--- config.mk ---
export PLATFORM = sky130hd
export DESIGN_NAME = lvr_regs
export DESIGN_NICKNAME = d
export VERILOG_FILES = /design/src/shared/lvr_pkg.sv /design/src/core/lvr_regs.sv
export VERILOG_INCLUDE_DIRS = /design/src /design/src/shared
export SDC_FILE = /design/constraint.sdc
export NUM_CORES = 1
export LEC_CHECK = 0
export BUFFER_PORTS_ARGS = -buffer_cell sky130_fd_sc_hd__buf_2
export CORE_MARGIN = 10
export CORE_UTILIZATION = 31
export CTS_CLUSTER_DIAMETER = 80
export CTS_CLUSTER_SIZE = 16
export DETAILED_ROUTE_END_ITERATION = 6
export GPL_ROUTABILITY_DRIVEN = 0
export HOLD_SLACK_MARGIN = 0.06
export PLACE_DENSITY = 0.69
export SETUP_SLACK_MARGIN = 0.4
export SYNTH_ARGS = -nofsm -noshare
export SYNTH_HDL_FRONTEND = slang
export SYNTH_SLANG_ARGS = --single-unit
--- constraint.sdc ---
create_clock -name mclk -period 1.8 [get_ports mclk]
set_input_delay 0.27 -clock mclk [delete_from_list [all_inputs] [get_ports mclk]]
set_output_delay 0.27 -clock mclk [all_outputs]
set_load 0.005 [all_outputs]
--- src/shared/lvr_consts.svh ---
`ifndef LVR_CONSTS_SVH
`define LVR_CONSTS_SVH

// Printed offsets are register indexes; byte address is four times the index
`define LVR_IDX_REF_CTRL   8'h4a
`define LVR_IDX_L1_VOLT    8'h4c
`define LVR_IDX_L1_CTRL    8'h4d
`define LVR_IDX_L2_VOLT    8'h4f
`define LVR_IDX_L2_CTRL    8'h50
`define LVR_IDX_L3_VOLT    8'h52
`define LVR_IDX_L3_CTRL    8'h53

// Control field positions
`define LVR_BIT_RUN        0
`define LVR_BIT_STBY       1
`define LVR_BIT_SLEEP      2
`define LVR_BIT_LPWR       3
`define LVR_BIT_SWSEL      4

// Writable masks per register
`define LVR_MASK_REF_CTRL  8'h0f
`define LVR_MASK_V5        8'h1f
`define LVR_MASK_V4        8'h0f
`define LVR_MASK_CTRL_SW   8'h1f
`define LVR_MASK_CTRL      8'h0f

// Reset values before the programmable-memory load
`define LVR_RST_CTRL       8'h00
`define LVR_RST_VOLT       8'h00

`endif

--- src/shared/lvr_pkg.sv ---
package lvr_pkg;

    // Power state reported by the state machine
    typedef enum logic [2:0] {
        LVR_PS_RUN   = 3'b001,
        LVR_PS_STBY  = 3'b010,
        LVR_PS_SLEEP = 3'b100
    } lvr_pstate_t;

    // Settings loaded from programmable memory at power-up
    typedef struct packed {
        logic [7:0] ref_ctrl;
        logic [7:0] l1_volt;
        logic [7:0] l1_ctrl;
        logic [7:0] l2_volt;
        logic [7:0] l2_ctrl;
        logic [7:0] l3_volt;
        logic [7:0] l3_ctrl;
    } lvr_prom_t;

    // Drive to one regulator power stage
    typedef struct packed {
        logic       on;
        logic       low_power;
        logic       switch_mode;
        logic [4:0] voltage_code;
    } lvr_reg_drive_t;

endpackage

--- src/core/lvr_regs.sv ---
// Behaviour
// - Reference bit 0 switches reference regulator
// - Reference standby on needs bit1 and run
// - Reference sleep on needs bit2 and run
// - Reference bit 3 selects low power
// - Regulator one voltage code, five bits
// - Regulator two voltage code, four bits
// - Regulator three voltage code, five bits
// - Run enable loaded, software clear turns off
// - Bit 1 enables regulator in standby
// - Bit 2 enables regulator in sleep
// - Bit 3 low power in standby, sleep
// - Regulator one switch select only sets
// - Switch select one means fully-on switch
// - Standby default should match run enable; the memory load copies the standby bit as given
// - Reference standby default should match run; the memory load copies the standby bit as given
// - Regulator three has one-way switch select
`include "lvr_consts.svh"

module lvr_regs (
    input  wire logic                   mclk,
    input  wire logic                   sys_rst,
    input  wire logic                   clk_en,
    // APB slave
    input  wire logic                   psel,
    input  wire logic                   penable,
    input  wire logic                   pwrite,
    input  wire logic [11:0]            paddr,
    input  wire logic [31:0]            pwdata,
    input  wire logic [3:0]             pstrb,
    output logic                        pready,
    output logic [31:0]                 prdata,
    output logic                        pslverr,
    // Power-up load from programmable memory
    input  wire logic                   prom_load,
    input  wire lvr_pkg::lvr_prom_t     prom_data,
    // Power state from the state machine
    input  wire lvr_pkg::lvr_pstate_t   pstate,
    // Drives to the power stages
    output logic                        refsup_on,
    output logic                        refsup_low_power,
    output lvr_pkg::lvr_reg_drive_t     linreg1_drive,
    output lvr_pkg::lvr_reg_drive_t     linreg2_drive,
    output lvr_pkg::lvr_reg_drive_t     linreg3_drive
);

    logic [7:0] ref_ctrl_r;
    logic [7:0] l1_volt_r;
    logic [7:0] l1_ctrl_r;
    logic [7:0] l2_volt_r;
    logic [7:0] l2_ctrl_r;
    logic [7:0] l3_volt_r;
    logic [7:0] l3_ctrl_r;
    logic [7:0] ref_ctrl_nxt;
    logic [7:0] l1_volt_nxt;
    logic [7:0] l1_ctrl_nxt;
    logic [7:0] l2_volt_nxt;
    logic [7:0] l2_ctrl_nxt;
    logic [7:0] l3_volt_nxt;
    logic [7:0] l3_ctrl_nxt;
    logic [31:0] prdata_r;
    logic [31:0] prdata_nxt;
    logic        pslverr_r;

    // APB decode; registers sit at byte addresses four times the index
    wire         addr_aligned = (paddr[1:0] == 2'b00);
    wire  [9:0]  word_idx     = paddr[11:2];
    wire         hit_ref      = addr_aligned && (word_idx == {2'b00, `LVR_IDX_REF_CTRL});
    wire         hit_l1v      = addr_aligned && (word_idx == {2'b00, `LVR_IDX_L1_VOLT});
    wire         hit_l1c      = addr_aligned && (word_idx == {2'b00, `LVR_IDX_L1_CTRL});
    wire         hit_l2v      = addr_aligned && (word_idx == {2'b00, `LVR_IDX_L2_VOLT});
    wire         hit_l2c      = addr_aligned && (word_idx == {2'b00, `LVR_IDX_L2_CTRL});
    wire         hit_l3v      = addr_aligned && (word_idx == {2'b00, `LVR_IDX_L3_VOLT});
    wire         hit_l3c      = addr_aligned && (word_idx == {2'b00, `LVR_IDX_L3_CTRL});
    wire         hit_any      = hit_ref | hit_l1v | hit_l1c | hit_l2v | hit_l2c | hit_l3v | hit_l3c;
    wire         access       = psel && penable && clk_en;
    wire         setup        = psel && !penable && clk_en;
    // Only byte lane 0 holds data; other lanes are ignored
    wire         wr_en        = access && pwrite && pstrb[0] && hit_any;
    wire  [7:0]  wbyte        = pwdata[7:0];

    // Write data per register, masked so unused bits stay zero
    wire  [7:0]  ref_wr       = wbyte & `LVR_MASK_REF_CTRL;
    wire  [7:0]  l1v_wr       = wbyte & `LVR_MASK_V5;
    wire  [7:0]  l2v_wr       = wbyte & `LVR_MASK_V4;
    wire  [7:0]  l3v_wr       = wbyte & `LVR_MASK_V5;
    wire  [7:0]  l2c_wr       = wbyte & `LVR_MASK_CTRL;
    // Switch select is sticky: a written 0 cannot clear a stored 1
    wire  [7:0]  l1c_wr       = (wbyte & `LVR_MASK_CTRL_SW)
                                | (l1_ctrl_r & (8'h01 << `LVR_BIT_SWSEL));
    wire  [7:0]  l3c_wr       = (wbyte & `LVR_MASK_CTRL_SW)
                                | (l3_ctrl_r & (8'h01 << `LVR_BIT_SWSEL));

    // Next register values: load wins over a bus write in the same cycle
    always_comb begin
        ref_ctrl_nxt = ref_ctrl_r;
        l1_volt_nxt  = l1_volt_r;
        l1_ctrl_nxt  = l1_ctrl_r;
        l2_volt_nxt  = l2_volt_r;
        l2_ctrl_nxt  = l2_ctrl_r;
        l3_volt_nxt  = l3_volt_r;
        l3_ctrl_nxt  = l3_ctrl_r;
        if (prom_load) begin
            // Defaults supplied by memory; standby bits meant to mirror run, but copied here as given
            ref_ctrl_nxt = prom_data.ref_ctrl & `LVR_MASK_REF_CTRL;
            l1_volt_nxt  = prom_data.l1_volt & `LVR_MASK_V5;
            l1_ctrl_nxt  = prom_data.l1_ctrl & `LVR_MASK_CTRL_SW;
            l2_volt_nxt  = prom_data.l2_volt & `LVR_MASK_V4;
            l2_ctrl_nxt  = prom_data.l2_ctrl & `LVR_MASK_CTRL;
            l3_volt_nxt  = prom_data.l3_volt & `LVR_MASK_V5;
            l3_ctrl_nxt  = prom_data.l3_ctrl & `LVR_MASK_CTRL_SW;
        end else if (wr_en) begin
            if (hit_ref) begin
                ref_ctrl_nxt = ref_wr;
            end
            if (hit_l1v) begin
                l1_volt_nxt = l1v_wr;
            end
            if (hit_l1c) begin
                l1_ctrl_nxt = l1c_wr;
            end
            if (hit_l2v) begin
                l2_volt_nxt = l2v_wr;
            end
            if (hit_l2c) begin
                l2_ctrl_nxt = l2c_wr;
            end
            if (hit_l3v) begin
                l3_volt_nxt = l3v_wr;
            end
            if (hit_l3c) begin
                l3_ctrl_nxt = l3c_wr;
            end
        end
    end

    // Register storage, frozen while the clock enable is low
    always_ff @(posedge mclk) begin
        if (sys_rst) begin
            ref_ctrl_r <= `LVR_RST_CTRL;
            l1_volt_r  <= `LVR_RST_VOLT;
            l1_ctrl_r  <= `LVR_RST_CTRL;
            l2_volt_r  <= `LVR_RST_VOLT;
            l2_ctrl_r  <= `LVR_RST_CTRL;
            l3_volt_r  <= `LVR_RST_VOLT;
            l3_ctrl_r  <= `LVR_RST_CTRL;
        end else if (clk_en) begin
            ref_ctrl_r <= ref_ctrl_nxt;
            l1_volt_r  <= l1_volt_nxt;
            l1_ctrl_r  <= l1_ctrl_nxt;
            l2_volt_r  <= l2_volt_nxt;
            l2_ctrl_r  <= l2_ctrl_nxt;
            l3_volt_r  <= l3_volt_nxt;
            l3_ctrl_r  <= l3_ctrl_nxt;
        end
    end

    // Read mux; unmapped addresses read zero
    always_comb begin
        prdata_nxt = 32'h0000_0000;
        if (hit_ref) begin
            prdata_nxt = {24'h00_0000, ref_ctrl_r};
        end else if (hit_l1v) begin
            prdata_nxt = {24'h00_0000, l1_volt_r};
        end else if (hit_l1c) begin
            prdata_nxt = {24'h00_0000, l1_ctrl_r};
        end else if (hit_l2v) begin
            prdata_nxt = {24'h00_0000, l2_volt_r};
        end else if (hit_l2c) begin
            prdata_nxt = {24'h00_0000, l2_ctrl_r};
        end else if (hit_l3v) begin
            prdata_nxt = {24'h00_0000, l3_volt_r};
        end else if (hit_l3c) begin
            prdata_nxt = {24'h00_0000, l3_ctrl_r};
        end
    end

    // Read data and error captured in the setup cycle, so the access phase is one cycle
    always_ff @(posedge mclk) begin
        if (sys_rst) begin
            prdata_r  <= 32'h0000_0000;
            pslverr_r <= 1'b0;
        end else if (setup) begin
            prdata_r  <= pwrite ? 32'h0000_0000 : prdata_nxt;
            pslverr_r <= !hit_any;
        end
    end

    // Zero wait states; ready held low while frozen so no access completes unseen
    assign pready  = clk_en;
    assign prdata  = prdata_r;
    assign pslverr = pslverr_r && psel && penable;

    // Effective enable per regulator from the reported power state
    function automatic logic pick_on(input lvr_pkg::lvr_pstate_t ps,
                                     input logic [7:0]          ctrl,
                                     input logic                stby_needs_run);
        logic res;
        res = 1'b0;
        case (ps)
            lvr_pkg::LVR_PS_RUN:   res = ctrl[`LVR_BIT_RUN];
            lvr_pkg::LVR_PS_STBY:  res = ctrl[`LVR_BIT_STBY] && (ctrl[`LVR_BIT_RUN] || !stby_needs_run);
            lvr_pkg::LVR_PS_SLEEP: res = ctrl[`LVR_BIT_SLEEP] && (ctrl[`LVR_BIT_RUN] || !stby_needs_run);
            default:               res = 1'b0;
        endcase
        return res;
    endfunction

    // Low power applies only outside run for the linear regulators
    wire lin_quiet = (pstate == lvr_pkg::LVR_PS_STBY) || (pstate == lvr_pkg::LVR_PS_SLEEP);

    // Reference supply: standby and sleep both qualified by run
    logic ref_on_r;
    logic ref_lp_r;
    lvr_pkg::lvr_reg_drive_t l1_drv_r;
    lvr_pkg::lvr_reg_drive_t l2_drv_r;
    lvr_pkg::lvr_reg_drive_t l3_drv_r;

    // Registered drives to keep power-stage inputs glitch free
    always_ff @(posedge mclk) begin
        if (sys_rst) begin
            ref_on_r <= 1'b0;
            ref_lp_r <= 1'b0;
            l1_drv_r <= '0;
            l2_drv_r <= '0;
            l3_drv_r <= '0;
        end else if (clk_en) begin
            ref_on_r <= pick_on(pstate, ref_ctrl_r, 1'b1);
            ref_lp_r <= ref_ctrl_r[`LVR_BIT_LPWR];
            l1_drv_r <= '{on:           pick_on(pstate, l1_ctrl_r, 1'b0),
                          low_power:    l1_ctrl_r[`LVR_BIT_LPWR] && lin_quiet,
                          switch_mode:  l1_ctrl_r[`LVR_BIT_SWSEL],
                          voltage_code: l1_volt_r[4:0]};
            l2_drv_r <= '{on:           pick_on(pstate, l2_ctrl_r, 1'b0),
                          low_power:    l2_ctrl_r[`LVR_BIT_LPWR] && lin_quiet,
                          switch_mode:  1'b0,
                          voltage_code: {1'b0, l2_volt_r[3:0]}};
            l3_drv_r <= '{on:           pick_on(pstate, l3_ctrl_r, 1'b0),
                          low_power:    l3_ctrl_r[`LVR_BIT_LPWR] && lin_quiet,
                          switch_mode:  l3_ctrl_r[`LVR_BIT_SWSEL],
                          voltage_code: l3_volt_r[4:0]};
        end
    end

    assign refsup_on        = ref_on_r;
    assign refsup_low_power = ref_lp_r;
    assign linreg1_drive    = l1_drv_r;
    assign linreg2_drive    = l2_drv_r;
    assign linreg3_drive    = l3_drv_r;

endmodule

* Word level (Yosys, flattened, before mapping) *
Cells that the tools add are included.

operators by class
  equality and inequality tests = 10
  multiplexer cells = 33
  bitwise operators = 8
  reduce and logical (&&, ||, !) cells = 40

operators with widths
  cell                   count
  $mux W8                28
  $eq A10 B7 Y1 const B  7
  $mux W32               1
  $logic_and A1 B1 Y1    21
  $reduce_and A3 Y1      7
  $reduce_bool A2 Y1     8
  $pmux W1 S3            4
  $or A5 B5 Y5           2
  $or A1 B1 Y1           6
  $eq A3 B1 Y1 const B   1
  $eq A3 B2 Y1 const B   1
  $eq A3 B3 Y1 const B   1
  $logic_not A1 Y1       2
  $logic_not A2 Y1       1
  $logic_or A1 B1 Y1     1

word-level totals
  register bits after elaboration = 113
  bits of input ports = 114
  output and inout port bits = 60

* Depth between registers and ports, before layout *
Gate-level depths: netlist of run 1.

  word-level depth = 11
  gate-level depth with buffers = 6

* Worst setup path after synthesis of run 1 *
Ideal clock, no wire load.

  kind = input -> register
  from = input port paddr[9]
  to = register l1_volt_r[0]
  data arrival time = 1847 ps
  data required time = 1679 ps
  setup slack = -168 ps
  stages = 4
  path through = or4b_1 nor4_4 a31oi_1 mux2_2

on the way
  longest elaborated chain between the ends = 11

ends and longest elaborated chain
  item                                           line                            text
  start, declared                                lvr_regs.sv:28                  input wire logic [11:0] paddr,
  $eq A10 B7 Y1, on equally long branches        lvr_regs.sv:68, lvr_regs.sv:69
  $logic_and A1 B1 Y1, on equally long branches  lvr_regs.sv:68, lvr_regs.sv:69
  $or A1 B1 Y1 (6 in a row)                      lvr_regs.sv:75                  wire hit_any = hit_ref | hit_l1v | hit_l1c | hit_l2v | hit_l2c | hit_l3v | hit_l3c;
  $logic_and A1 B1 Y1                            lvr_regs.sv:79                  wire wr_en = access && pwrite && pstrb[0] && hit_any;
  $reduce_bool A2 Y1 (no source line)            --
  $reduce_and A3 Y1 (no source line) (*)         --
  end signal, assigned                           lvr_regs.sv:141                 l1_volt_r <= `LVR_RST_VOLT;
  end signal, assigned                           lvr_regs.sv:149                 l1_volt_r <= l1_volt_nxt;
  end, declared                                  lvr_regs.sv:48                  logic [7:0] l1_volt_r;

Mark *: on every way between the ends. The rest lies on a longest branch, timed or not.
A chain may end at the register's enable or synchronous reset.

* Final worst setup path of run 1 *
  from = input port paddr[10]
  to = register prdata_r[2] (netlist: prdata[2])

on the way
  longest elaborated chain between the ends = 10

ends and longest elaborated chain
  item                  line             text
  $eq A10 B7 Y1         lvr_regs.sv:74   wire hit_l3c = addr_aligned && (word_idx == {2'b00, `LVR_IDX_L3_CTRL});
  $logic_and A1 B1 Y1   lvr_regs.sv:74
  $mux W8               lvr_regs.sv:173  end else if (hit_l3c) begin
  $mux W8               lvr_regs.sv:171  end else if (hit_l3v) begin
  $mux W8               lvr_regs.sv:169  end else if (hit_l2c) begin
  $mux W8               lvr_regs.sv:167  end else if (hit_l2v) begin
  $mux W8               lvr_regs.sv:165  end else if (hit_l1c) begin
  $mux W8               lvr_regs.sv:163  end else if (hit_l1v) begin
  $mux W8 (*)           lvr_regs.sv:161  if (hit_ref) begin
  $mux W32 (*)          lvr_regs.sv:184  prdata_r <= pwrite ? 32'h0000_0000 : prdata_nxt;
  end signal, assigned  lvr_regs.sv:184
  end, declared         lvr_regs.sv:61   logic [31:0] prdata_r;

Marks and branches as above.

==> impl_metrics.prom, run 1 <==
# TYPE chip_impl_metric gauge
chip_impl_metric{name="cts.path.max_buffers",unit=""} 2
chip_impl_info{name="crit_slowest_cell",value="sky130_fd_sc_hd__or4b_4"} 1
chip_impl_info{name="startpoint_type",value="input port"} 1
chip_impl_metric{name="largest_net_degree_at_the_start_of_global_routing",unit=""} 46
chip_impl_metric{name="required",unit="ns"} 2.00
chip_impl_info{name="cts-root-buf",value="sky130_fd_sc_hd__clkbuf_16"} 1
chip_impl_metric{name="finalHoldViolCount",unit=""} 0
chip_impl_metric{name="setup_slack",unit="ns"} 0.1908
chip_impl_info{name="ys_top_cells_by_area",value="sky130_fd_sc_hd__dfxtp_1, sky130_fd_sc_hd__mux2_2, sky130_fd_sc_hd__buf_4, sky130_fd_sc_hd__a21oi_1, sky130_fd_sc_hd__nor2_1"} 1
chip_impl_metric{name="synth-xor-area-share",unit="%"} 0.4945
chip_impl_metric{name="std_cell_rows",unit=""} 38
chip_impl_metric{name="cts_sinks",unit=""} 62
chip_impl_metric{name="critPathMaxFanout",unit=""} 6
chip_impl_metric{name="synth-async-reset-ratio",unit="%"} 0
chip_impl_info{name="synth_ff_type",value="sky130_fd_sc_hd__dfxtp_1"} 1
chip_impl_metric{name="vias",unit=""} 3421
chip_impl_metric{name="tritoncts.num_buffers",unit=""} 9
chip_impl_metric{name="dp_cells",unit=""} 644
chip_impl_metric{name="netSwitchingFraction",unit="%"} 25.49
chip_impl_metric{name="yosys.area.top_type_share",unit="%"} 35.04
chip_impl_metric{name="detail_route.iter0.violations",unit=""} 311
chip_impl_metric{name="gr-total-overflow",unit=""} 0
chip_impl_metric{name="drv_cap",unit=""} 0
chip_impl_metric{name="areaGrowthSynthToFinish",unit="%"} 33.20
chip_impl_metric{name="post-layout-total-power",unit="mW"} 3.843
chip_impl_metric{name="horizontal_die_dimension",unit="µm"} 126.9
chip_impl_metric{name="cts.clk_slew.worst_paths",unit="ns"} 0.05
chip_impl_metric{name="finalWirelength",unit="µm"} 12180
chip_impl_metric{name="via_count_of_the_first_global_routing_pass",unit=""} 3457
chip_impl_metric{name="start_util",unit="%"} 32.11
chip_impl_metric{name="p_leak",unit="nW"} 1.991
chip_impl_metric{name="p_per_area",unit="mW/mm²"} 814.4
chip_impl_metric{name="fillCellCount",unit=""} 1087
chip_impl_metric{name="ios",unit=""} 174
chip_impl_metric{name="gate_count_of_the_mapped_netlist",unit=""} 423
chip_impl_metric{name="critical_path_arrival",unit="ns"} 1.81
chip_impl_info{name="cts_tree",value="done"} 1
chip_impl_metric{name="preCtsSetupSlack",unit="ns"} -0.2739
chip_impl_metric{name="ir_drop",unit="mV"} 0.5367
chip_impl_metric{name="final_hpwl_from_detailed_placement",unit="µm"} 9145
chip_impl_info{name="synth_area_leader_cell",value="sky130_fd_sc_hd__dfxtp_1"} 1
chip_impl_metric{name="power_frac_clock",unit="%"} 48.1
chip_impl_metric{name="numPortBuffers",unit=""} 90
chip_impl_metric{name="ys_seq_area_share",unit="%"} 35.04
chip_impl_metric{name="netlist_area",unit="mm²"} 0.003542
chip_impl_metric{name="yosysWarningCount",unit=""} 0
chip_impl_metric{name="combPwrFrac",unit="%"} 13.5
chip_impl_metric{name="viasPerCell",unit=""} 5.175
chip_impl_metric{name="syn_avg_cell_area",unit="µm²"} 8.374
chip_impl_metric{name="timing.critical_path.slowest_cell_delay",unit="ns"} 0.56
chip_impl_metric{name="num-nets-final",unit=""} 630
chip_impl_metric{name="achievable_frequency",unit="GHz"} 0.6214
chip_impl_metric{name="finalClockSkew",unit="ns"} 0.005390
chip_impl_info{name="largest_family_of_logic_cells_by_synthesized_area",value="simple AND/OR/NAND/NOR gates"} 1
chip_impl_metric{name="fp.coreArea",unit="mm²"} 0.01103
chip_impl_info{name="worst-setup-path-type",value="in2reg"} 1
chip_impl_metric{name="fin_crit_sh",unit="%"} 89.40
chip_impl_metric{name="postRouteAntennaNets",unit=""} 0
chip_impl_metric{name="avgRoutedWirePerCell",unit="µm"} 18.43
chip_impl_metric{name="simple_gate_share_of_the_synthesized_area",unit="%"} 22.08
chip_impl_metric{name="post_route_cells_drive_above_1_share",unit="%"} 36.66
chip_impl_metric{name="final.setup.tns",unit="ns"} 0
chip_impl_metric{name="synth-seq-cells",unit=""} 62
chip_impl_metric{name="synth.lib_cells_used.distinct",unit=""} 47
chip_impl_metric{name="postCtsHoldBufs",unit=""} 0
chip_impl_info{name="setup_repair_after_global_routing_missed_its_margin",value="yes"} 1
chip_impl_metric{name="post-route-util",unit="%"} 42.77
chip_impl_metric{name="post_detailed_route_drc_marker_count",unit=""} 0
chip_impl_metric{name="diodes",unit=""} 0
chip_impl_metric{name="clock_latency",unit="ns"} 0.33
chip_impl_metric{name="die_y",unit="µm"} 126.9
chip_impl_metric{name="p_switching",unit="mW"} 0.9796
chip_impl_metric{name="p_int",unit="mW"} 2.863
chip_impl_metric{name="initial_antenna_violation_count",unit=""} 0
chip_impl_metric{name="global_route_wire_length_before_repair",unit="µm"} 18460
chip_impl_metric{name="max_slew.worst_pin.slew",unit="ns"} 0.6586
chip_impl_info{name="critical-path-top-cell-by-count",value="sky130_fd_sc_hd__buf_6"} 1
chip_impl_metric{name="final_max_slew_viol_count",unit=""} 0
chip_impl_metric{name="h-tree-depth",unit=""} 3
chip_impl_metric{name="synth-compound-area-share",unit="%"} 18.40
chip_impl_metric{name="stdcell_area",unit="mm²"} 0.004718
chip_impl_info{name="hold_path_class",value="in2reg"} 1
chip_impl_metric{name="slew-limit-headroom",unit="%"} 55.48
chip_impl_metric{name="setup-violations-final",unit=""} 0
chip_impl_metric{name="synth_fa_ha_area_share",unit="%"} 0
chip_impl_info{name="cp-end-kind",value="flop"} 1
chip_impl_metric{name="muxShareOfSynthArea",unit="%"} 13.35
chip_impl_metric{name="final_period_minus_worst_setup_slack",unit="ns"} 1.609
chip_impl_metric{name="placed_instance_area",unit="mm²"} 0.004144
chip_impl_metric{name="post_layout_nonfiller_instances",unit=""} 661
chip_impl_metric{name="synth-edff-count",unit=""} 0
chip_impl_info{name="worst_path_cell_chain",value="buf_6 > or4b_4 > buf_6 > or2_4 > o31ai_2 > o221ai_1"} 1
chip_impl_metric{name="grt_use_total",unit="%"} 14.15
chip_impl_metric{name="floorplan.die_area",unit="mm²"} 0.01610
chip_impl_metric{name="sequentialPowerShare",unit="%"} 38.4
chip_impl_metric{name="detailedRoute.firstPassIterationCount",unit=""} 4
chip_impl_info{name="outcome",value="finished clean"} 1
chip_impl_metric{name="hold-worst-slack",unit="ns"} 0.2313
[power groups by stage]
stage	logic (mW)	registers, mW	clock network [mW]
6_report	0.519	1.48	1.85
3_3_place_gp	0.462	1.50	0
5_1_grt	0.567	1.48	1.94
3_5_place_dp	0.472	1.50	0
2_1_floorplan	0.342	1.48	0
4_1_cts	0.488	1.47	1.88
[routing by layer]
metal | track usage, % | vias up | routed length [µm]
li1 | - | 1628 | -
met2 | 22.51 | 151 | 5704
met3 | 5.748 | 28 | 1296
met1 | 16.54 | 1614 | 4833
met5 | 0 | - | 0
met4 | 5.760 | 0 | 347
[cells in the mapped netlist (5+ instances only)]
| cell | n |
|---|---|
| sky130_fd_sc_hd__a21o_1 | 8 |
| sky130_fd_sc_hd__mux2_2 | 26 |
| sky130_fd_sc_hd__nand2_1 | 16 |
| sky130_fd_sc_hd__inv_1 | 10 |
| sky130_fd_sc_hd__o21ai_0 | 5 |
| sky130_fd_sc_hd__mux2i_1 | 18 |
| sky130_fd_sc_hd__nor2_1 | 55 |
| sky130_fd_sc_hd__nand3b_1 | 11 |
| sky130_fd_sc_hd__buf_4 | 30 |
| sky130_fd_sc_hd__a31oi_1 | 5 |
| sky130_fd_sc_hd__a21oi_1 | 44 |
| sky130_fd_sc_hd__nor2b_1 | 27 |
| sky130_fd_sc_hd__a211oi_1 | 18 |
| sky130_fd_sc_hd__clkbuf_1 | 24 |
| sky130_fd_sc_hd__dfxtp_1 | 62 |
| sky130_fd_sc_hd__nand2b_1 | 7 |
[area by class of cell]
| class | count | area [µm²] | share of cell area (%) |
|---|---|---|---|
| clock buffers | 10 | 229.0 | 4.853 |
| clock inverters | 6 | 86.33 | 1.830 |
| inverters | 10 | 37.54 | 0.7955 |
| multi-input cells | 320 | 2308 | 48.93 |
| flip-flops and latches | 62 | 1241 | 26.31 |
| well taps | 140 | 175.2 | 3.713 |
| repair buffers | 113 | 640.6 | 13.58 |
[cells by family after synthesis]
| kind of cell | Yosys count |
|---|---|
| and+or+nand+nor | 144 |
| AOI/OAI and AO/OA | 101 |
| buffers and inverters | 69 |
| DFF | 62 |
| muxes | 44 |
| xor gates and xnor gates | 2 |
| other | 1 |
[final timing paths]
kind / slack, ns / from / cells past startpoint / to
hold reg to reg: 0.47 / refsup_on / 2 / refsup_on
setup / recovery: 0.19 / paddr[10] / 6 / prdata[2]
setup reg to reg: 0.57 / l3_volt_r[2] / 4 / prdata[2]
hold / removal: 0.23 / prom_data[4] / 3 / l3_ctrl_r[4]
[what timing repair did]
item / 4_1_cts / 5_1_grt
cloned: 1 / 0
buffers inserted: 0 / 0
gates resized for setup: 17 / 30
endpoints found under the setup margin: 38 / 38
pin swaps: 9 / 17
[cells in the final DEF (no fill, tap or decap), types with 4 or more instances in the layout]
master / count
sky130_fd_sc_hd__a21o_1: 6
sky130_fd_sc_hd__nand2_1: 15
sky130_fd_sc_hd__a21oi_1: 43
sky130_fd_sc_hd__clkbuf_16: 9
sky130_fd_sc_hd__a211oi_1: 12
sky130_fd_sc_hd__nor2b_1: 27
sky130_fd_sc_hd__buf_4: 20
sky130_fd_sc_hd__buf_2: 89
sky130_fd_sc_hd__a32oi_1: 4
sky130_fd_sc_hd__mux2i_1: 18
sky130_fd_sc_hd__conb_1: 29
sky130_fd_sc_hd__a211oi_2: 6
sky130_fd_sc_hd__nor2_1: 55
sky130_fd_sc_hd__mux2_2: 25
sky130_fd_sc_hd__nand3b_1: 11
sky130_fd_sc_hd__dfxtp_1: 62
sky130_fd_sc_hd__nand2b_1: 7
sky130_fd_sc_hd__inv_1: 10
sky130_fd_sc_hd__buf_6: 4
sky130_fd_sc_hd__a31oi_4: 4
[critical path, delay by kind of cell]
family | cells | cell delay (ns)
buffers and inverters | 2 | 0.25
and+or+nand+nor | 2 | 0.87
AOI/OAI and AO/OA | 2 | 0.42
[flip-flops by register name, indices dropped and copies added (netlist names), 5 cells and up]
name and flops:
linreg1_drive 8, linreg3_drive 8, linreg2_drive 6, l1_ctrl_r 5, l1_volt_r 5, l3_ctrl_r 5, l3_volt_r 5, prdata 5
Power figures use the tool's default switching activity.
==> run 2, diff against run 1 <==
CELL_PAD_IN_SITES_DETAIL_PLACEMENT = 0   (was not set)
CELL_PAD_IN_SITES_GLOBAL_PLACEMENT = 1   (was not set)
CORE_UTILIZATION = 29   (was 31)
PLACE_DENSITY = 0.85   (was 0.69)
==> impl_metrics.prom, run 2 (synthesis gave the netlist of run 1 again) <==
# TYPE chip_impl_metric gauge
chip_impl_info{name="outcome",value="finished clean"} 1
chip_impl_metric{name="ios",unit=""} 174
chip_impl_metric{name="num-nets-final",unit=""} 632
chip_impl_metric{name="multi_input_area",unit="mm²"} 0.002252
chip_impl_metric{name="viasPerCell",unit=""} 5.052
chip_impl_metric{name="fillCellCount",unit=""} 1229
chip_impl_metric{name="horizontal_die_dimension",unit="µm"} 130.5
chip_impl_metric{name="final_max_slew_viol_count",unit=""} 0
chip_impl_metric{name="h-tree-depth",unit=""} 3
chip_impl_info{name="layout.cells.most_common_list",value="sky130_fd_sc_hd__buf_2, sky130_fd_sc_hd__dfxtp_1, sky130_fd_sc_hd__nor2_1, sky130_fd_sc_hd__a21oi_1, sky130_fd_sc_hd__conb_1"} 1
chip_impl_metric{name="cts.path.max_buffers",unit=""} 2
chip_impl_metric{name="post-layout-total-power",unit="mW"} 3.690
chip_impl_info{name="cts_tree",value="done"} 1
chip_impl_info{name="worst-setup-path-type",value="in2reg"} 1
chip_impl_info{name="timing.rr.start",value="l3_volt_r[1]"} 1
chip_impl_info{name="layout_commonest_cell",value="sky130_fd_sc_hd__buf_2"} 1
chip_impl_metric{name="ir_drop",unit="mV"} 0.5528
chip_impl_metric{name="slew-limit-headroom",unit="%"} 61.06
chip_impl_metric{name="timing.critical_path.slowest_cell_delay",unit="ns"} 0.56
chip_impl_metric{name="avgRoutedWirePerCell",unit="µm"} 18.31
chip_impl_metric{name="postRouteAntennaNets",unit=""} 0
chip_impl_metric{name="post_detailed_route_drc_marker_count",unit=""} 0
chip_impl_metric{name="preCtsSetupSlack",unit="ns"} -0.3087
chip_impl_metric{name="vias",unit=""} 3395
chip_impl_metric{name="final_period_minus_worst_setup_slack",unit="ns"} 1.557
chip_impl_metric{name="setup_slack",unit="ns"} 0.2434
chip_impl_metric{name="setup.reg_to_reg.worst_slack",unit="ns"} 0.50
chip_impl_metric{name="postCtsHoldBufs",unit=""} 0
chip_impl_metric{name="finalClockSkew",unit="ns"} 0.004303
chip_impl_metric{name="max_slew.worst_pin.slew",unit="ns"} 0.5810
chip_impl_metric{name="gr-total-overflow",unit=""} 0
chip_impl_metric{name="fin_crit_sh",unit="%"} 86.48
chip_impl_info{name="cts-root-buf",value="sky130_fd_sc_hd__clkbuf_16"} 1
chip_impl_metric{name="via_count_of_the_first_global_routing_pass",unit=""} 3471
chip_impl_metric{name="tritoncts.num_buffers",unit=""} 9
chip_impl_metric{name="start_util",unit="%"} 29.49
chip_impl_metric{name="register_area",unit="mm²"} 0.001241
chip_impl_info{name="critical_path_startpoint",value="paddr[10]"} 1
chip_impl_metric{name="numPortBuffers",unit=""} 90
chip_impl_metric{name="critPathBufInv",unit=""} 2
chip_impl_info{name="worst_setup_path_end",value="l1_ctrl_r[2]"} 1
chip_impl_info{name="setup_repair_after_global_routing_missed_its_margin",value="yes"} 1
chip_impl_metric{name="setup-violations-final",unit=""} 0
chip_impl_metric{name="p_leak",unit="nW"} 1.974
chip_impl_metric{name="largest_net_degree_at_the_start_of_global_routing",unit=""} 50
chip_impl_metric{name="post_route_cells_drive_above_1_share",unit="%"} 35.95
chip_impl_metric{name="dp_cells",unit=""} 651
chip_impl_info{name="worst_reg2reg_path_endpoint",value="prdata[1]"} 1
chip_impl_metric{name="r2r_cells",unit=""} 4
chip_impl_metric{name="final_hpwl_from_detailed_placement",unit="µm"} 9182
chip_impl_info{name="crit_slowest_cell",value="sky130_fd_sc_hd__or4b_4"} 1
chip_impl_metric{name="global_route_wire_length_before_repair",unit="µm"} 18420
chip_impl_metric{name="clock_latency",unit="ns"} 0.33
chip_impl_metric{name="cts_sinks",unit=""} 62
chip_impl_metric{name="areaGrowthSynthToFinish",unit="%"} 31.93
chip_impl_metric{name="die_y",unit="µm"} 130.5
chip_impl_metric{name="finalHoldViolCount",unit=""} 0
chip_impl_metric{name="grt_use_total",unit="%"} 13.92
chip_impl_metric{name="detailedRoute.firstPassIterationCount",unit=""} 5
chip_impl_metric{name="critical_path_depth",unit=""} 6
chip_impl_metric{name="initial_antenna_violation_count",unit=""} 1
chip_impl_info{name="cpLargestDelayFamily",value="simple AND/OR/NAND/NOR gates"} 1
chip_impl_info{name="hold_path_class",value="in2reg"} 1
chip_impl_metric{name="finalWirelength",unit="µm"} 12300
chip_impl_metric{name="cts.clk_slew.worst_paths",unit="ns"} 0.06
chip_impl_metric{name="fp.coreArea",unit="mm²"} 0.01201
chip_impl_info{name="cp-end-kind",value="flop"} 1
chip_impl_metric{name="required",unit="ns"} 2.02
chip_impl_metric{name="std_cell_rows",unit=""} 40
chip_impl_metric{name="critical_path_arrival",unit="ns"} 1.77
chip_impl_metric{name="post_layout_nonfiller_instances",unit=""} 672
chip_impl_metric{name="detail_route.iter0.violations",unit=""} 216
chip_impl_metric{name="p_per_area",unit="mW/mm²"} 789.7
chip_impl_info{name="startpoint_type",value="input port"} 1
chip_impl_metric{name="floorplan.die_area",unit="mm²"} 0.01704
chip_impl_info{name="worst_path_cell_chain",value="buf_6 > or4b_4 > nor4_4 > buf_6 > a31oi_2 > mux2_2"} 1
chip_impl_metric{name="drv_cap",unit=""} 0
chip_impl_info{name="critical-path-top-cell-by-count",value="sky130_fd_sc_hd__buf_6"} 1
chip_impl_metric{name="critPathMaxFanout",unit=""} 6
chip_impl_metric{name="achievable_frequency",unit="GHz"} 0.6424
[run 2: cell count changes in the layout (fill, tap and decap cells not counted), moves of 2 or more]
| cell | change |
|---|---|
| sky130_fd_sc_hd__clkinv_2 | +2 |
| sky130_fd_sc_hd__o21ai_0 | +2 |
| sky130_fd_sc_hd__o221ai_1 | +2 |
| sky130_fd_sc_hd__buf_6 | +2 |
| sky130_fd_sc_hd__o221ai_2 | -2 |
| sky130_fd_sc_hd__diode_2 | +2 |
[run 2: area by class of cell]
class | count | share of cell area (%)
Antenna cell | 2 | 0.1071
Clock buffer | 9 | 4.819
Clock inverter | 7 | 1.392
Inverter | 10 | 0.8032
Multi-Input combinational cell | 320 | 48.19
Sequential cell | 62 | 26.56
Tap cell | 147 | 3.936
Timing Repair Buffer | 115 | 14.19
[run 2: where the power goes]
part	internal, mW	switching (mW)
logic	0.223	0.286
clock network	1.06	0.644
registers	1.43	0.0488
total	2.71	0.979
[run 2: tightest hold or removal path, cell delays in order]
cell and delay (ns):
sky130_fd_sc_hd__buf_2 0.12, sky130_fd_sc_hd__inv_1 0.05, sky130_fd_sc_hd__a211oi_1 0.06
[run 2: worst min path at each step]
stage | start | to | slack [ns] | cells past startpoint
after floorplan | prom_data[4] | l3_ctrl_r[4] | 0.41 | 2
after global placement | linreg3_drive[7] | linreg3_drive[7] | 0.46 | 2
after detailed placement | linreg3_drive[7] | linreg3_drive[7] | 0.46 | 2
after CTS | prom_data[4] | l3_ctrl_r[4] | 0.20 | 3
after global routing | prom_data[4] | l3_ctrl_r[4] | 0.22 | 3
final | prom_data[4] | l3_ctrl_r[4] | 0.22 | 3
[run 2: per-layer routing]
layer	vias to the layer above	share of wire, %	GRT usage, %
met2	142	48	23.13
li1	1630	-	-
met5	-	0	0
met3	24	8.2	4.633
met1	1599	41	16.42
met4	0	2.1	4.840
[run 2: what timing repair did]
item / CTS / global route
endpoints found under the hold margin: 0 / 0
resized for setup: 32 / 6
setup buffers: 2 / 0
gates cloned: 1 / 0
pin swaps: 26 / 4
endpoints found under the setup margin: 38 / 37
[run 2: stage by stage]
| stage | TNS, ns | utilization [%] | area [µm²] | hold WS, ns |
|---|---|---|---|---|
| 6_report | 0 | 38.91 | 4673 | 0.2246 |
| 2_1_floorplan | -2.334 | - | 3690 | 0.4078 |
| 4_1_cts | 0 | 38.53 | 4628 | 0.2026 |
| 5_1_grt | 0 | 38.89 | 4671 | 0.2202 |
| 3_5_place_dp | -7.899 | 34.57 | 4153 | 0.4608 |
| 3_3_place_gp | -6.317 | 34.57 | 4153 | 0.4566 |
==> run 3, diff against run 2 <==
REMOVE_ABC_BUFFERS = 1   (was not set)
==> impl_metrics.prom, run 3 (synthesis gave the netlist of run 1 again) <==
# TYPE chip_impl_metric gauge
chip_impl_metric{name="ir_drop",unit="mV"} 0.4587
chip_impl_metric{name="multi_input_area",unit="mm²"} 0.002267
chip_impl_metric{name="global_route_wire_length_before_repair",unit="µm"} 18600
chip_impl_metric{name="std_cell_rows",unit=""} 40
chip_impl_metric{name="start_util",unit="%"} 29.49
chip_impl_metric{name="grt_use_total",unit="%"} 14.09
chip_impl_metric{name="p_int",unit="mW"} 2.741
chip_impl_metric{name="register_area",unit="mm²"} 0.001241
chip_impl_metric{name="finalHoldViolCount",unit=""} 0
chip_impl_metric{name="grt.met1_usage",unit="%"} 17.15
chip_impl_metric{name="combPwrFrac",unit="%"} 14.3
chip_impl_metric{name="fillCellCount",unit=""} 1220
chip_impl_metric{name="power_frac_clock",unit="%"} 46.5
chip_impl_metric{name="gr-total-overflow",unit=""} 0
chip_impl_metric{name="num-nets-final",unit=""} 637
chip_impl_metric{name="numPortBuffers",unit=""} 90
chip_impl_metric{name="cts.clk_slew.worst_paths",unit="ns"} 0.06
chip_impl_metric{name="viasPerCell",unit=""} 5.053
chip_impl_metric{name="largest_net_degree_at_the_start_of_global_routing",unit=""} 76
chip_impl_metric{name="critical_path_arrival",unit="ns"} 1.79
chip_impl_metric{name="fp.coreArea",unit="mm²"} 0.01201
chip_impl_metric{name="final_hpwl_from_detailed_placement",unit="µm"} 9291
chip_impl_info{name="worst-setup-path-type",value="in2reg"} 1
chip_impl_metric{name="cts.path.max_buffers",unit=""} 2
chip_impl_metric{name="fin_crit_sh",unit="%"} 87.12
chip_impl_metric{name="critPathMaxFanout",unit=""} 6
chip_impl_metric{name="areaGrowthSynthToFinish",unit="%"} 34.23
chip_impl_info{name="cts_tree",value="done"} 1
chip_impl_metric{name="sequentialPowerShare",unit="%"} 39.2
chip_impl_metric{name="slew-limit-headroom",unit="%"} 47.23
chip_impl_metric{name="h-tree-depth",unit=""} 3
chip_impl_metric{name="vias",unit=""} 3416
chip_impl_metric{name="drv_cap",unit=""} 0
chip_impl_info{name="outcome",value="finished clean"} 1
chip_impl_metric{name="hold-worst-slack",unit="ns"} 0.1920
chip_impl_metric{name="cts_sinks",unit=""} 62
chip_impl_metric{name="detail_route.iter0.violations",unit=""} 206
chip_impl_metric{name="die_y",unit="µm"} 130.5
chip_impl_metric{name="p_per_area",unit="mW/mm²"} 789.9
chip_impl_metric{name="max_slew.worst_pin.slew",unit="ns"} 0.7806
chip_impl_metric{name="finalClockSkew",unit="ns"} 0.006435
chip_impl_metric{name="placed_instance_area",unit="mm²"} 0.004146
chip_impl_metric{name="floorplan.die_area",unit="mm²"} 0.01704
chip_impl_metric{name="p_leak",unit="nW"} 2.020
chip_impl_metric{name="finalWirelength",unit="µm"} 12460
chip_impl_metric{name="via_count_of_the_first_global_routing_pass",unit=""} 3431
chip_impl_metric{name="clock_latency",unit="ns"} 0.33
chip_impl_metric{name="final_period_minus_worst_setup_slack",unit="ns"} 1.568
chip_impl_metric{name="tritoncts.num_buffers",unit=""} 9
chip_impl_info{name="setup_repair_after_global_routing_missed_its_margin",value="yes"} 1
chip_impl_metric{name="detailedRoute.firstPassIterationCount",unit=""} 5
chip_impl_metric{name="avgRoutedWirePerCell",unit="µm"} 18.43
chip_impl_metric{name="horizontal_die_dimension",unit="µm"} 130.5
chip_impl_info{name="hold_path_class",value="in2reg"} 1
chip_impl_info{name="cp-end-kind",value="flop"} 1
chip_impl_info{name="layout_commonest_cell",value="sky130_fd_sc_hd__buf_2"} 1
chip_impl_info{name="startpoint_type",value="input port"} 1
chip_impl_metric{name="final_max_slew_viol_count",unit=""} 0
chip_impl_metric{name="post_detailed_route_drc_marker_count",unit=""} 0
chip_impl_metric{name="globalRouteMet3Util",unit="%"} 5.238
chip_impl_metric{name="final.setup.tns",unit="ns"} 0
chip_impl_metric{name="achievable_frequency",unit="GHz"} 0.6377
chip_impl_info{name="gr-max-usage-layer",value="met2"} 1
chip_impl_metric{name="required",unit="ns"} 2.02
chip_impl_metric{name="ios",unit=""} 174
chip_impl_info{name="cts-root-buf",value="sky130_fd_sc_hd__clkbuf_16"} 1
chip_impl_metric{name="postRouteAntennaNets",unit=""} 0
chip_impl_metric{name="netSwitchingFraction",unit="%"} 27.03
chip_impl_metric{name="post_route_cells_drive_above_1_share",unit="%"} 36.74
chip_impl_metric{name="setup-violations-final",unit=""} 0
chip_impl_metric{name="groute.layer.met2.usage",unit="%"} 22.54
chip_impl_metric{name="postCtsHoldBufs",unit=""} 0
chip_impl_metric{name="stdcell_area",unit="mm²"} 0.004755
chip_impl_metric{name="initial_antenna_violation_count",unit=""} 1
chip_impl_info{name="layout.cells.most_common_list",value="sky130_fd_sc_hd__buf_2, sky130_fd_sc_hd__dfxtp_1, sky130_fd_sc_hd__nor2_1, sky130_fd_sc_hd__a21oi_1, sky130_fd_sc_hd__conb_1"} 1
chip_impl_metric{name="p_switching",unit="mW"} 1.015
run 3: changes by cell type in the layout (fill, tap and decap cells not counted), sizes merged:
cell / before / now
diode: 2 / 1
inv: 10 / 11
buf: 115 / 120
clkinvlp: 2 / 1
run 3: layer usage:
| layer | vias up | routed length (µm) |
|---|---|---|
| met3 | 16 | 1062 |
| met5 | - | 0 |
| li1 | 1638 | - |
| met2 | 132 | 5754 |
| met1 | 1630 | 5448 |
| met4 | 0 | 192 |
run 3: area by class of cell:
class	instances	share of cell area, %
Tap cell	147	3.868
Multi-Input combinational cell	320	47.68
Sequential cell	62	26.11
Timing Repair Buffer	120	15.21
Inverter	10	0.7895
Antenna cell	1	0.05263
Clock buffer	9	4.737
Clock inverter	7	1.553
run 3: repair_timing:
item / CTS / global route
gates cloned: 1 / 0
pin swaps: 13 / 12
setup buffers: 2 / 2
endpoints found under the setup margin: 38 / 38
resized for setup: 35 / 17
run 3: final timing paths:
path / start / endpoint / slack, ns / depth (start not counted)
worst max register to register: l3_volt_r[2] / prdata[2] / 0.54 / 4
worst max-delay path: paddr[9] / l1_ctrl_r[2] / 0.23 / 7
worst min register to register: linreg2_drive[7] / linreg2_drive[7] / 0.47 / 2
worst min-delay path: prom_data[4] / l3_ctrl_r[4] / 0.19 / 3
run 3: metrics by stage:
step | util (%) | setup WS [ns] | power, mW | instances
floorplan | - | -0.5773 | 1.713 | 392
global placement | 34.52 | -0.3495 | 1.963 | 654
detailed placement | 34.52 | -0.4245 | 1.978 | 654
CTS | 38.71 | 0.1879 | 3.758 | 673
global route | 39.56 | 0.1956 | 3.897 | 675
finish | 39.58 | 0.2319 | 3.756 | 676
run 3: power groups by stage:
stage / Clock [mW] / Sequential, mW / Combinational, mW
3_5_place_dp: 0 / 1.50 / 0.479
2_1_floorplan: 0 / 1.48 / 0.229
3_3_place_gp: 0 / 1.50 / 0.467
6_report: 1.75 / 1.47 / 0.538
4_1_cts: 1.77 / 1.47 / 0.516
5_1_grt: 1.83 / 1.48 / 0.586
run 3: critical path, stage by stage:
cell and delay (ns):
sky130_fd_sc_hd__buf_6 0.09, sky130_fd_sc_hd__or4b_4 0.56, sky130_fd_sc_hd__nor4_4 0.16, sky130_fd_sc_hd__buf_6 0.19
sky130_fd_sc_hd__a31oi_4 0.10, sky130_fd_sc_hd__buf_6 0.15, sky130_fd_sc_hd__mux2_2 0.27
